### src/keyboard_pin_pkg.sv
package keyboard_pin_pkg;

  // pin count and bus widths
  localparam int KEY_PIN_COUNT = 5;
  localparam int AXI_ADDR_W = 8;

  // register byte addresses
  localparam logic [7:0] OFF_STATUS_CONTROL = 8'h00;
  localparam logic [7:0] OFF_PIN_ENABLE = 8'h04;
  localparam logic [7:0] OFF_PIN_POLARITY = 8'h08;
  localparam logic [7:0] OFF_EVENT_STATUS = 8'h0C;
  localparam logic [7:0] OFF_EVENT_MASK = 8'h10;

  // key_status_control field positions
  localparam int SC_SENS_BIT = 0;
  localparam int SC_MASK_BIT = 1;
  localparam int SC_ACK_BIT = 2;
  localparam int SC_PEND_BIT = 3;

  // event status / mask field positions
  localparam int EVT_REQUEST_BIT = 0;

  // reset values
  localparam logic RST_SENSITIVITY = 1'b0;
  localparam logic RST_REQUEST_MASK = 1'b0;
  localparam logic [7:0] RST_PIN_ENABLE = 8'h00;
  localparam logic [7:0] RST_PIN_POLARITY = 8'h00;
  localparam logic RST_EVENT_MASK = 1'b0;

  // bus responses
  localparam logic [1:0] RESP_OKAY = 2'h0;
  localparam logic [1:0] RESP_SLVERR = 2'h2;

  typedef struct packed {
    logic aw_have;
    logic [7:0] aw_addr;
    logic w_have;
    logic [7:0] w_data;
    logic w_lane0;
    logic bvalid;
    logic [1:0] bresp;
    logic rvalid;
    logic [31:0] rdata;
    logic [1:0] rresp;
    logic sensitivity_select;
    logic request_mask;
    logic [7:0] pin_enable;
    logic [7:0] pin_polarity;
    logic latch;
    logic ack_seen;
    logic prev_any;
    logic evt_status;
    logic evt_mask;
  } kbd_state_t;

endpackage

### src/keyboard_pin_interrupt.sv
// Summary of operation
// - Every key pin feeds one shared interrupt request and has its own enable and polarity bits.
// - An enabled pin gets a pullup when active-low and a pulldown when active-high.
// - The pending flag reads 1 while a request is latched and 0 otherwise.
// - Writing 1 to the acknowledge bit clears the latched request in edge-only mode and acknowledges it in edge-and-level mode, and the bit always reads 0.
// - With the request mask at 1 the latched request does not reach the CPU; at 0 it does.
// - The sensitivity bit picks edge-and-level triggering at 1 and edge-only triggering at 0.
// - Each of the five enable bits lets its pin latch requests at 1 and excludes it at 0.
// - A polarity bit of 1 means rising edge or high level, 0 means falling edge or low level.
// - Reset clears the whole polarity register, so pins default to falling or low detection.
// - In edge-only mode a new edge latches nothing while another enabled pin is still asserted.
// - In edge-and-level mode the request clears only after both deassertion of all pins and an ack.
// - Reset clears the latched request and the sensitivity bit even with an input asserted.
// - The pending flag shows the latch whatever the mask holds, so software can poll it.
module keyboard_pin_interrupt
  import keyboard_pin_pkg::*;
#(
  parameter int PIN_COUNT = KEY_PIN_COUNT
) (
  // clock and reset
  input wire logic i_core_clk,
  input wire logic i_rst,
  // axi4-lite write address
  input wire logic i_awvalid,
  output logic o_awready,
  input wire logic [AXI_ADDR_W-1:0] i_awaddr,
  input wire logic [2:0] i_awprot,
  // axi4-lite write data
  input wire logic i_wvalid,
  output logic o_wready,
  input wire logic [31:0] i_wdata,
  input wire logic [3:0] i_wstrb,
  // axi4-lite write response
  output logic o_bvalid,
  input wire logic i_bready,
  output logic [1:0] o_bresp,
  // axi4-lite read address
  input wire logic i_arvalid,
  output logic o_arready,
  input wire logic [AXI_ADDR_W-1:0] i_araddr,
  input wire logic [2:0] i_arprot,
  // axi4-lite read data
  output logic o_rvalid,
  input wire logic i_rready,
  output logic [31:0] o_rdata,
  output logic [1:0] o_rresp,
  // key pins and pull devices
  input wire logic [PIN_COUNT-1:0] i_key_wake_input,
  output logic [PIN_COUNT-1:0] o_pullup_en,
  output logic [PIN_COUNT-1:0] o_pulldown_en,
  // cpu side
  input wire logic i_vector_fetch,
  output logic o_cpu_request,
  output logic o_irq
);

  localparam logic [7:0] PIN_MASK = 8'((1 << PIN_COUNT) - 1);

  kbd_state_t st;
  kbd_state_t next_st;

  logic [PIN_COUNT-1:0] pin_asserted;
  logic any_asserted;
  logic key_edge;
  logic ack_pulse;
  logic wr_fire;
  logic [31:0] rd_value;
  logic rd_hit;

  // per-pin detection and pull selection
  genvar gi;
  generate
    for (gi = 0; gi < PIN_COUNT; gi++) begin : g_pin
      // pin is asserted at its own polarity, gated by its own enable
      assign pin_asserted[gi] = st.pin_enable[gi] &
                                (st.pin_polarity[gi] ? i_key_wake_input[gi] : ~i_key_wake_input[gi]);
      assign o_pullup_en[gi] = st.pin_enable[gi] & ~st.pin_polarity[gi];
      assign o_pulldown_en[gi] = st.pin_enable[gi] & st.pin_polarity[gi];
    end
  endgenerate

  // edges are taken on the OR of all pins, so a held pin hides others
  assign any_asserted = |pin_asserted;
  assign key_edge = any_asserted & ~st.prev_any;

  assign wr_fire = st.aw_have & st.w_have & ~st.bvalid;
  assign ack_pulse = i_vector_fetch |
                     (wr_fire & st.w_lane0 & (st.aw_addr == OFF_STATUS_CONTROL) & st.w_data[SC_ACK_BIT]);

  // read mux
  always_comb begin
    rd_value = 32'h0;
    rd_hit = 1'b1;
    unique case (i_araddr)
      OFF_STATUS_CONTROL: begin
        rd_value[SC_PEND_BIT] = st.latch;
        rd_value[SC_MASK_BIT] = st.request_mask;
        rd_value[SC_SENS_BIT] = st.sensitivity_select;
      end
      OFF_PIN_ENABLE: begin
        rd_value[7:0] = st.pin_enable;
      end
      OFF_PIN_POLARITY: begin
        rd_value[7:0] = st.pin_polarity;
      end
      OFF_EVENT_STATUS: begin
        rd_value[EVT_REQUEST_BIT] = st.evt_status;
      end
      OFF_EVENT_MASK: begin
        rd_value[EVT_REQUEST_BIT] = st.evt_mask;
      end
      default: begin
        rd_hit = 1'b0;
      end
    endcase
  end

  always_comb begin
    next_st = st;
    // write address and data are taken independently, in either order
    if (i_awvalid && o_awready) begin
      next_st.aw_have = 1'b1;
      next_st.aw_addr = i_awaddr;
    end
    if (i_wvalid && o_wready) begin
      next_st.w_have = 1'b1;
      next_st.w_data = i_wdata[7:0];
      next_st.w_lane0 = i_wstrb[0];
    end
    if (st.bvalid && i_bready) begin
      next_st.bvalid = 1'b0;
    end
    if (wr_fire) begin
      next_st.aw_have = 1'b0;
      next_st.w_have = 1'b0;
      next_st.bvalid = 1'b1;
      next_st.bresp = RESP_OKAY;
      // only byte lane 0 carries register bits; upper lanes are ignored
      unique case (st.aw_addr)
        OFF_STATUS_CONTROL: begin
          if (st.w_lane0) begin
            next_st.request_mask = st.w_data[SC_MASK_BIT];
            next_st.sensitivity_select = st.w_data[SC_SENS_BIT];
          end
        end
        OFF_PIN_ENABLE: begin
          if (st.w_lane0) begin
            next_st.pin_enable = st.w_data & PIN_MASK;
          end
        end
        OFF_PIN_POLARITY: begin
          if (st.w_lane0) begin
            next_st.pin_polarity = st.w_data & PIN_MASK;
          end
        end
        OFF_EVENT_STATUS: begin
          if (st.w_lane0 && st.w_data[EVT_REQUEST_BIT]) begin
            next_st.evt_status = 1'b0;
          end
        end
        OFF_EVENT_MASK: begin
          if (st.w_lane0) begin
            next_st.evt_mask = st.w_data[EVT_REQUEST_BIT];
          end
        end
        default: begin
          next_st.bresp = RESP_SLVERR;
        end
      endcase
    end

    // read channel: one read in flight, data registered
    if (st.rvalid && i_rready) begin
      next_st.rvalid = 1'b0;
    end
    if (i_arvalid && o_arready) begin
      next_st.rvalid = 1'b1;
      next_st.rdata = rd_value;
      next_st.rresp = rd_hit ? RESP_OKAY : RESP_SLVERR;
    end

    // request latch
    next_st.prev_any = any_asserted;
    if (st.sensitivity_select) begin
      // ack is remembered until every enabled pin has let go
      if (st.latch) begin
        if ((ack_pulse || st.ack_seen) && !any_asserted && !key_edge) begin
          next_st.latch = 1'b0;
          next_st.ack_seen = 1'b0;
        end else if (ack_pulse) begin
          next_st.ack_seen = 1'b1;
        end
      end else begin
        next_st.latch = any_asserted;
        next_st.ack_seen = 1'b0;
      end
    end else begin
      // a new edge in the ack cycle wins over the clear
      next_st.latch = key_edge | (st.latch & ~ack_pulse);
      next_st.ack_seen = 1'b0;
    end

    // sticky event on each new request; set wins over write-one-to-clear
    if (next_st.latch && !st.latch) begin
      next_st.evt_status = 1'b1;
    end
  end

  always_ff @(posedge i_core_clk or posedge i_rst) begin
    if (i_rst) begin
      st <= '0;
      st.bresp <= RESP_OKAY;
      st.rresp <= RESP_OKAY;
      st.sensitivity_select <= RST_SENSITIVITY;
      st.request_mask <= RST_REQUEST_MASK;
      st.pin_enable <= RST_PIN_ENABLE;
      st.pin_polarity <= RST_PIN_POLARITY;
      st.latch <= 1'b0;
      st.evt_mask <= RST_EVENT_MASK;
    end else begin
      st <= next_st;
    end
  end

  assign o_awready = ~st.aw_have & ~st.bvalid;
  assign o_wready = ~st.w_have & ~st.bvalid;
  assign o_bvalid = st.bvalid;
  assign o_bresp = st.bresp;
  assign o_arready = ~st.rvalid;
  assign o_rvalid = st.rvalid;
  assign o_rdata = st.rdata;
  assign o_rresp = st.rresp;
  // the mask blocks the cpu path only; the pending flag is untouched
  assign o_cpu_request = st.latch & ~st.request_mask;
  assign o_irq = st.evt_status & st.evt_mask;
endmodule

### config.mk
export PLATFORM = sky130hd
export DESIGN_NAME = keyboard_pin_interrupt
export DESIGN_NICKNAME = d
export VERILOG_FILES = /design/src/keyboard_pin_pkg.sv /design/src/keyboard_pin_interrupt.sv
export SDC_FILE = /design/constraint.sdc
export NUM_CORES = 1
export LEC_CHECK = 0
export BUFFER_PORTS_ARGS = -buffer_cell sky130_fd_sc_hd__buf_2
export CELL_PAD_IN_SITES_DETAIL_PLACEMENT = 0
export CELL_PAD_IN_SITES_GLOBAL_PLACEMENT = 2
export CORE_MARGIN = 5
export CORE_UTILIZATION = 26
export CTS_CLUSTER_SIZE = 16
export DETAILED_ROUTE_END_ITERATION = 10
export HOLD_SLACK_MARGIN = 0.15
export PLACE_DENSITY_LB_ADDON = 0.1
export SLEW_MARGIN = 20
export SYNTH_ARGS = -nofsm -noshare
export SYNTH_HDL_FRONTEND = slang
export SYNTH_SLANG_ARGS = --single-unit
### constraint.sdc
create_clock -name i_core_clk -period 2.4 [get_ports i_core_clk]
set_clock_uncertainty 0.05 [all_clocks]
set_input_delay 0.6 -clock i_core_clk [delete_from_list [all_inputs] [get_ports i_core_clk]]
set_output_delay 0.6 -clock i_core_clk [all_outputs]
set_load 0.1 [all_outputs]
## Word level (Yosys, flattened, before mapping)

Cells that the tools add are included.
W data, S select, Z words.

- Equal/unequal tests: 9
- Multiplexer cells: 32
- Bitwise operators: 45
- Reductions and logical operators: 30

Operators by type and width:

| kind | number |
|---|---|
| $mux W35 | 1 |
| $eq A8 B4 Y1 const B | 4 |
| $and A1 B1 Y1 | 26 |
| $mux W1 | 18 |
| $not A1 Y1 | 17 |
| $eq A8 B3 Y1 const B | 2 |
| $eq A8 B5 Y1 const B | 2 |
| $logic_not A8 Y1 | 2 |
| $reduce_and A3 Y1 | 5 |
| $reduce_or A5 Y1 | 3 |
| $reduce_bool A2 Y1 | 7 |
| $mux W10 | 1 |
| $mux W2 | 5 |
| $logic_and A1 B1 Y1 | 9 |
| $mux W9 | 1 |
| $pmux W1 S3 | 2 |
| $pmux W1 S5 | 1 |
| $ne A4 B2 Y1 const B | 1 |
| $pmux W1 S2 | 2 |
| $logic_not A1 Y1 | 3 |
| $mux W3 | 1 |
| $or A1 B1 Y1 | 2 |
| $logic_or A1 B1 Y1 | 1 |

- Input bits: 71
- Output and inout port bits: 53
- Bits in registers: 50
- Word-level logic and storage cells: 135

## Logic depth before layout (Yosys ltp)

Gate-level depths: netlist (run 1).

- Depth in word-level cells: 15
- Mapped depth: 5
- Gate-level depth less buffers: 4

## Worst setup path after synthesis (run 1)

Ideal clock, no wire load.

- Path kind: reg-to-reg
- From: register st (netlist bit o_bvalid)
- To: register st[71] (netlist name)
- Clock period less this slack: 3.309 ns
- Setup time: 0.125 ns
- Setup slack: -0.909 ns
- Data arrival time: 3.135 ns
- Cell stages (with the launch flop): 5
- Buffers on the path: 1
- Path through: dfrtp_1 -> nor2_1 -> and2_1 -> clkbuf_1 -> mux2_2

- Cells in the longest elaborated chain, start to end: 3

Ends and longest elaborated chain:

| element | RTL line | text |
|---|---|---|
| start: declaration | keyboard_pin_interrupt.sv:59 | `kbd_state_t st;` |
| start signal: assignment | keyboard_pin_interrupt.sv:221 | `st <= next_st;` |
| $not A1 Y1 | keyboard_pin_interrupt.sv:225 | `assign o_awready = ~st.aw_have & ~st.bvalid;` |
| $and A1 B1 Y1 | keyboard_pin_interrupt.sv:225 |  |
| named net o_awready | keyboard_pin_interrupt.sv:25 | `output logic o_awready,` |
| $logic_and A1 B1 Y1 | keyboard_pin_interrupt.sv:121 | `if (i_awvalid && o_awready) begin` |

The timed path passes the listed nets, and every way through them passes these cells.
A chain may end at the register's enable or synchronous reset.

## Worst setup path in the final report (run 1)

- From: register st[4] (netlist name)
- To: output o_cpu_request

- Cells in the longest elaborated chain, start to end: 1

Ends and longest elaborated chain:

| element | RTL line | text |
|---|---|---|
| $and A1 B1 Y1 | keyboard_pin_interrupt.sv:234 | `assign o_cpu_request = st.latch & ~st.request_mask;` |
| end: declaration | keyboard_pin_interrupt.sv:53 | `output logic o_cpu_request,` |

No other way between the ends.

==> results of run 1 <==
[kinds of logic after synthesis]
kind of cell	after synthesis	share of synthesized area, %
buf+inv	44	13.3
compound gates	24	7.53
mux	32	15.7
flops	42	46.5
simple gates	53	14.9
other cells	1	0.166
xor+xnor	5	1.94
[placed cells by master, fill, tap and decap left out, types with 2 or more instances in the layout]
master	synthesis	routed
a21o_1	3	3
a22o_1	6	6
a31oi_1	3	3
buf_4	36	3
inv_1	5	4
mux2_2	27	27
dfrtp_2	0	2
nand2b_1	3	3
xnor2_1	5	5
nor4_2	2	2
nand4_1	4	4
nor2_1	7	5
o21ai_0	6	6
and2_1	8	8
nor3_1	2	2
mux2i_1	5	5
nor2b_1	8	8
dfrtp_1	42	40
nand2_1	11	11
clkinvlp_4	0	2
conb_1	1	29
buf_2	0	58
clkbuf_8	0	5
nor2_4	0	2
nand3b_2	2	2
[final cells by class]
type / count / area [sq um] / share of cell area, %
Clock inverter: 2 / 37.5 / 1.41
Clock buffer: 6 / 72.6 / 2.72
Timing Repair Buffer: 61 / 313 / 11.7
Inverter: 5 / 22.5 / 0.845
Tap cell: 108 / 135 / 5.07
Sequential cell: 42 / 1050 / 39.5
Multi-Input combinational cell: 143 / 1030 / 38.7
[metrics by stage]
stage | hold WS [ns] | instance area [sq um]
final | 0.378 | 2660
after global routing | 0.413 | 2660
after CTS | 0.400 | 2660
after detailed placement | 0.415 | 2550
after global placement | 0.410 | 2550
after floorplan | 0.400 | 2390
[sequential cells by signal, summed over array words and instances, names as in the netlist]
signal / flops
st: 33
o_rvalid: 1
o_rresp: 1
o_bvalid: 1
o_bresp: 1
o_rdata: 5
[report_power, final]
group          leakage, nW  internal, mW  switching (mW)
clock network       0.0514         0.311           0.253
registers            0.536         0.908           0.253
logic                0.731         0.338           0.843
total                 1.32          1.56            1.35
[worst max-delay path, stage by stage, from the launching register on]
cell     delay, ns
dfrtp_1       0.44
inv_1         0.09
nor2_1        0.15
buf_2         0.45
[worst paths after layout]
path                                               end
worst max-delay path                     o_cpu_request
worst min-delay path            o_rresp[1]$_DFFE_PP0P_
worst max register to register      st[16]$_DFFE_PP0P_
worst min register to register  o_rdata[0]$_DFFE_PP0P_
max in group asynchronous         o_bvalid$_DFFE_PP0P_
min in group i_core_clk           o_bvalid$_DFFE_PP0P_
[routing by layer]
| metal | routed length (um) | track usage [%] | part of all wire [%] | vias up |
|---|---|---|---|---|
| met1 | 2260 | 12.9 | 45 | 725 |
| met5 | 0 | 0 | 0 | - |
| met2 | 2320 | 15.2 | 46 | 55 |
| li1 | - | - | - | 754 |
| met3 | 453 | 3.42 | 8.9 | 4 |
| met4 | 46 | 2.39 | 0.90 | 0 |
==> results.toml, run 1 <==
[outcome]
outcome = "finished, final reports clean"

[clock_tree]
tritoncts = "built"
clock_latency_ns = 0.30
cts_resized = 0
cts_setup_buffers = 0
h-tree-depth = 2
cts_made_buffers = 5
ctsHoldBuffers = 0
clock-sinks = 42
cts_buffer_depth = 2
root_buffer = "clkbuf_8"
clk_pin_slew_ns = 0.08

[global_route]
grt_max_degree = 43
antenna_found_initial = 0
grt_usage_pct = 9.71
overflow = 0
grt_pass1_wl_mm = 7.75
grt_pass1_vias = 1523

[finish]
final_layout_size_suffix_gt1_share_pct = 40.5
fin_util_pct = 31.0
synthToLayoutAreaGrowth_pct = 17.8
nets = 329
num_antenna_cells = 0
fin_cells = 367
fillers = 933

[placed_design]
dp.cells = 359
port_buffers = 58
dp_hpwl_mm = 4.01
dp_slack_ns = 0.367
gp_congestion = 0.680

[sta]
worstMarginPinSlew_ns = 0.542
hold_viol_final = 0
slew_headroom_pct = 63.8
period_share_pct = 86.8
grt_setup_unrepaired = "false"
post-route-min-period_ns = 2.08
finalSetupTns_ns = 0
report.final.slew_viol_count = 0
setup_ws_ns = 0.318
setup_viol = 0
fmax_mhz = 480

[route]
drc = 0
dr.pass1.iters = 4
wl_mm = 5.08
dr.first_iter.drc_count = 29
ant_nets = 0
routed_via_density = 4.19
vias = 1538
wl_per_cell_um = 13.9

[yosys]
synth_top_area_share_pct = 46.5
synthCells = 201
yosysTopAreaCell = "dfrtp_1"
synth_commonest_cells = "dfrtp_1, buf_4, mux2_2"
synth.most_common_cell = "dfrtp_1"
synthArstFlopShare_pct = 100
syn-cell-area_sq_um = 2260
ys_ff_latch = 42
yosysWarnings = 0
ys_top_cells_by_area = "dfrtp_1, mux2_2, buf_4"
synth_edf_count = 0
synth-main-ff-cell = "dfrtp_1"
postSynthAreaPerCell_sq_um = 11.2
yosysSeqAreaShare_pct = 46.5
ys_types = 33

[worst_setup_path]
r2r_start = "o_bvalid$_DFFE_PP0P_"
cp-start-kind = "flip-flop"
path_class = "flip-flop to output port"
critPathCaptureType = "output port"
crit_start = "st[4]$_DFF_PP0_"
required_ns = 1.75
worstPathArrival_ns = 1.43
reg2reg_setup_slack_ns = 0.50
worstRegToRegCells = 4
crit_fanout = 5

[floorplan]
pin_count = 124
start_util_pct = 26.3
dieArea_sq_um = 10700
fp-row-count = 34
chipHeight_um = 103
die_x_um = 103
core_sq_um = 8590

[hold_path]
hp-class = "input pin to async pin"

[power_and_ir_drop]
peakVddDrop_mv = 0.907
p_per_area_nw_per_um2 = 1090
p_leak_nw = 1.32
p_total_mw = 2.91

[flow_run]
maxCapViolCount = 0
Note: power is estimated with default switching activity, not from simulation.
==> inputs of run 2 (changes only) <==
- BUFFER_PORTS_ARGS: -buffer_cell sky130_fd_sc_hd__buf_2 -> default
- CORE_UTILIZATION: 26 -> 36
- DONT_BUFFER_PORTS: default -> 1
==> results.toml, run 2 (synthesis results as in run 1) <==
[worst_setup_path]
crit_fanout = 5
r2r_start = "st[78]$_DFFE_PP0P_"
worstPathArrival_ns = 1.41
worstRegToRegCells = 4
r2r_end = "st[17]$_DFFE_PP0P_"
critPathCaptureType = "output port"
cp-start-kind = "flip-flop"
required_ns = 1.75
path_class = "flip-flop to output port"
reg2reg_setup_slack_ns = 0.55

[power_and_ir_drop]
peakVddDrop_mv = 0.765
p_int_mw = 1.60
combPwrFrac_pct = 40.9
power_frac_clock_pct = 19.5
p_per_area_nw_per_um2 = 1150
swShare_pct = 45.1
p_leak_nw = 1.19
seqPwrFrac_pct = 39.6
p_total_mw = 2.91
p_sw_mw = 1.31

[sta]
period_share_pct = 85.8
report.final.slew_viol_count = 0
slew_headroom_pct = 49.7
setup_viol = 0
setup_ws_ns = 0.342
post-route-min-period_ns = 2.06
grt_setup_unrepaired = "false"
finalSetupTns_ns = 0
fmax_mhz = 486
hold_viol_final = 0
worstMarginPinSlew_ns = 0.754

[global_route]
antenna_found_initial = 0
overflow = 0
grt_util_met3_pct = 4.24
grt_pass1_vias = 1516
grt_max_degree = 21
grt.busiest_layer = "met2"
grt_util_met2_pct = 21.6
grt_usage_pct = 12.4
met1_usage_pct = 14.2
grt_pass1_wl_mm = 7.49

[clock_tree]
clk_pin_slew_ns = 0.08
cts_buffer_depth = 2
clock-sinks = 42
clock_latency_ns = 0.29
tritoncts = "built"
h-tree-depth = 2
root_buffer = "clkbuf_8"
cts_made_buffers = 5
cts_resized = 0
cts_setup_buffers = 0
ctsHoldBuffers = 0

[route]
routed_via_density = 4.86
vias = 1454
wl_per_cell_um = 15.4
wl_mm = 4.62
dr.first_iter.drc_count = 35
dr.pass1.iters = 4
ant_nets = 0
drc = 0

[floorplan]
chipHeight_um = 89.3
die_x_um = 89.3
pin_count = 124
core_sq_um = 6030
start_util_pct = 37.5
dieArea_sq_um = 7970
fp-row-count = 28

[finish]
final_common_cell = "dfrtp_1"
synthToLayoutAreaGrowth_pct = 11.7
mostFrequentLayoutCells = "dfrtp_1, conb_1, mux2_2"
fillers = 578
regMostFlops = "st"
largest_register_ffs = 33
nets = 294
num_antenna_cells = 0
final_layout_size_suffix_gt1_share_pct = 33.9

[placed_design]
gp_congestion = 0.805
port_buffers = 0
dp_slack_ns = 0.531
dp_hpwl_mm = 3.90

[outcome]
outcome = "finished, final reports clean"

[flow_run]
maxCapViolCount = 0

[hold_path]
hp-class = "input pin to async pin"
==> run 2: worst max-delay path, cell delays in order (launching register included) <==
cell	delay, ns
dfrtp_2	0.44
buf_4	0.25
nor2_4	0.13
buf_4	0.29
==> run 2: area by class of cell <==
cell class / count / area [sq um] / area share (%)
flip-flops and latches: 42 / 1050 / 41.7
multi-input cells: 143 / 1040 / 41.4
inverters: 5 / 22.5 / 0.892
clock inverters: 1 / 30.0 / 1.19
clock buffers: 7 / 86.3 / 3.42
well taps: 75 / 93.8 / 3.71
repair buffers: 26 / 195 / 7.73
==> run 2: stage by stage <==
step | hold WS [ns] | instances | util, % | area (sq um)
after CTS | 0.316 | 299 | 41.9 | 2530
after floorplan | 0.400 | 229 | - | 2390
final | 0.278 | 299 | 41.9 | 2530
after detailed placement | 0.421 | 291 | 40.0 | 2410
after global placement | 0.410 | 291 | 40.0 | 2410
after global routing | 0.351 | 299 | 41.9 | 2530
==> run 2: routing by layer <==
metal	vias to the layer above	share of wire, %
met3	4	9.3
met2	59	50
li1	687	-
met5	-	0
met4	0	1.0
met1	704	40
==> run 2: worst max path at each step <==
| stage | startpoint | end | slack (ns) | depth (start not counted) |
|---|---|---|---|---|
| after global routing | o_bvalid$_DFFE_PP0P_ | o_wready | 0.28 | 3 |
| after global placement | i_key_wake_input[3] | st[1]$_DFFE_PP0P_ | 0.55 | 4 |
| final | o_bvalid$_DFFE_PP0P_ | o_wready | 0.34 | 3 |
| after CTS | o_bvalid$_DFFE_PP0P_ | o_wready | 0.32 | 3 |
| after detailed placement | i_key_wake_input[3] | st[1]$_DFFE_PP0P_ | 0.53 | 4 |
| after floorplan | st[7]$_DFFE_PP0P_ | o_pullup_en[2] | 0.002 | 1 |
==> run 2: power groups by stage <==
stage	combinational (mW)	sequential, mW	clock, mW
2_1_floorplan	1.03	1.16	0
3_3_place_gp	1.18	1.16	0
3_5_place_dp	1.20	1.18	0
4_1_cts	1.20	1.16	0.590
5_1_grt	1.26	1.20	0.616
6_report	1.19	1.15	0.567
==> inputs of run 3 (changes only) <==
- CORE_UTILIZATION: 36 -> 38
- CTS_BUF_LIST: default -> sky130_fd_sc_hd__clkbuf_8
==> results.toml, run 3 (synthesis results as in run 1) <==
[worst_setup_path]
path_class = "flip-flop to output port"
cp_slowest_cell = "dfrtp_2"
crit_fanout = 5
worstPathArrival_ns = 1.38
required_ns = 1.75
cp_common_cell = "buf_4"
path_cells = "buf_4, nor2_4, buf_4"
cp-start-kind = "flip-flop"
cpPeakStageDelay_ns = 0.41
path_delay_family = "buffers and inverters"
path_buf_inv = 2
critPathCaptureType = "output port"

[sta]
finalSetupTns_ns = 0
timing.hold.ws_ns = 0.269
worstMarginPinSlew_ns = 0.518
period_share_pct = 84.7
hold_viol_final = 0
setup_viol = 0
slew_headroom_pct = 65.5
grt_setup_unrepaired = "false"
post-route-min-period_ns = 2.03
fmax_mhz = 492
report.final.slew_viol_count = 0

[clock_tree]
clock-sinks = 42
clock_latency_ns = 0.29
h-tree-depth = 2
cts_setup_buffers = 0
ctsHoldBuffers = 0
cts_resized = 0
cts_buffer_depth = 2
cts_made_buffers = 5
root_buffer = "clkbuf_8"
tritoncts = "built"
clk_pin_slew_ns = 0.08

[route]
wl_mm = 4.72
drc = 0
wl_per_cell_um = 15.9
dr.first_iter.drc_count = 39
routed_via_density = 4.78
vias = 1419
ant_nets = 0
dr.pass1.iters = 4

[finish]
final_common_cell = "dfrtp_1"
nets = 292
fillers = 579
multi_input_area_sq_um = 1040
synthToLayoutAreaGrowth_pct = 11.0
largest_register_ffs = 33
regMostFlops = "st"
seq_area_sq_um = 1050
final_layout_size_suffix_gt1_share_pct = 33.8
mostFrequentLayoutCells = "dfrtp_1, conb_1, mux2_2"
num_antenna_cells = 0

[global_route]
grt_pass1_wl_mm = 7.45
grt_usage_pct = 12.6
grt_pass1_vias = 1467
grt_max_degree = 43
overflow = 0
antenna_found_initial = 0

[power_and_ir_drop]
p_leak_nw = 1.17
p_int_mw = 1.57
combPwrFrac_pct = 41.1
p_sw_mw = 1.34
swShare_pct = 46.1
power_frac_clock_pct = 19.2
peakVddDrop_mv = 0.799
seqPwrFrac_pct = 39.7
p_per_area_nw_per_um2 = 1160

[floorplan]
fp-row-count = 28
core_sq_um = 5850
die_x_um = 87.1
start_util_pct = 38.6
dieArea_sq_um = 7590
chipHeight_um = 87.1
pin_count = 124

[hold_path]
hp-class = "input pin to async pin"

[placed_design]
port_buffers = 0
dp_hpwl_mm = 3.77
gp_congestion = 0.763

[outcome]
outcome = "finished, final reports clean"

[flow_run]
maxCapViolCount = 0
==> run 3: cell count changes in the layout (fill, tap and decap cells not counted), sizes merged <==
cell      previous run  this run
buf                 26        24
clkbuf               7         5
clkinvlp             1         3
==> run 3: worst paths after layout <==
check / startpoint / end / slack, ns / cells after the start
max in group asynchronous: i_rst / o_bvalid$_DFFE_PP0P_ / 1.65 / 2
worst max-delay path: o_bvalid$_DFFE_PP0P_ / o_wready / 0.37 / 3
min in group i_core_clk: i_bready / o_bvalid$_DFFE_PP0P_ / 0.35 / 1
worst min-delay path: i_rst / o_rresp[1]$_DFFE_PP0P_ / 0.27 / 2
worst max register to register: o_rvalid$_DFFE_PP0P_ / o_rdata[4]$_DFFE_PP0P_ / 0.53 / 4
worst min register to register: o_rresp[1]$_DFFE_PP0P_ / o_rresp[1]$_DFFE_PP0P_ / 0.43 / 1
==> run 3: power by group through the flow <==
stage / clock, mW / sequential, mW / combinational [mW]
after floorplan: 0 / 1.16 / 1.03
after global placement: 0 / 1.16 / 1.19
after detailed placement: 0 / 1.17 / 1.20
after CTS: 0.580 / 1.16 / 1.21
after global routing: 0.607 / 1.19 / 1.26
final: 0.559 / 1.15 / 1.19
==> run 3: metrics by stage <==
stage | power, mW | cells | area [sq um] | setup slack (ns) | util, %
3_5_place_dp | 2.37 | 289 | 2390 | 0.531 | 40.9
5_1_grt | 3.06 | 297 | 2510 | 0.329 | 42.9
2_1_floorplan | 2.19 | 229 | 2390 | 0.00215 | -
3_3_place_gp | 2.34 | 289 | 2390 | 0.543 | 40.9
6_report | 2.91 | 297 | 2510 | 0.367 | 42.9
4_1_cts | 2.94 | 297 | 2510 | 0.352 | 42.9
==> run 3: area by class of cell <==
cell class / count / share of cell area [%]
Sequential cell: 42 / 42.0
Multi-Input combinational cell: 143 / 41.6
Timing Repair Buffer: 24 / 7.18
Tap cell: 75 / 3.74
Clock buffer: 5 / 2.74
Clock inverter: 3 / 1.80
Inverter: 5 / 0.898
==> run 3: per-layer routing <==
metal  GRT usage, %  part of all wire [%]  routed length (um)  vias up
met5              0                     0                   0        -
met4           3.35                  0.76                  36        0
met3           4.16                   7.3                 343        4
met2           22.4                    52                2470       47
met1           14.3                    39                1860      691
li1               -                     -                   -      677
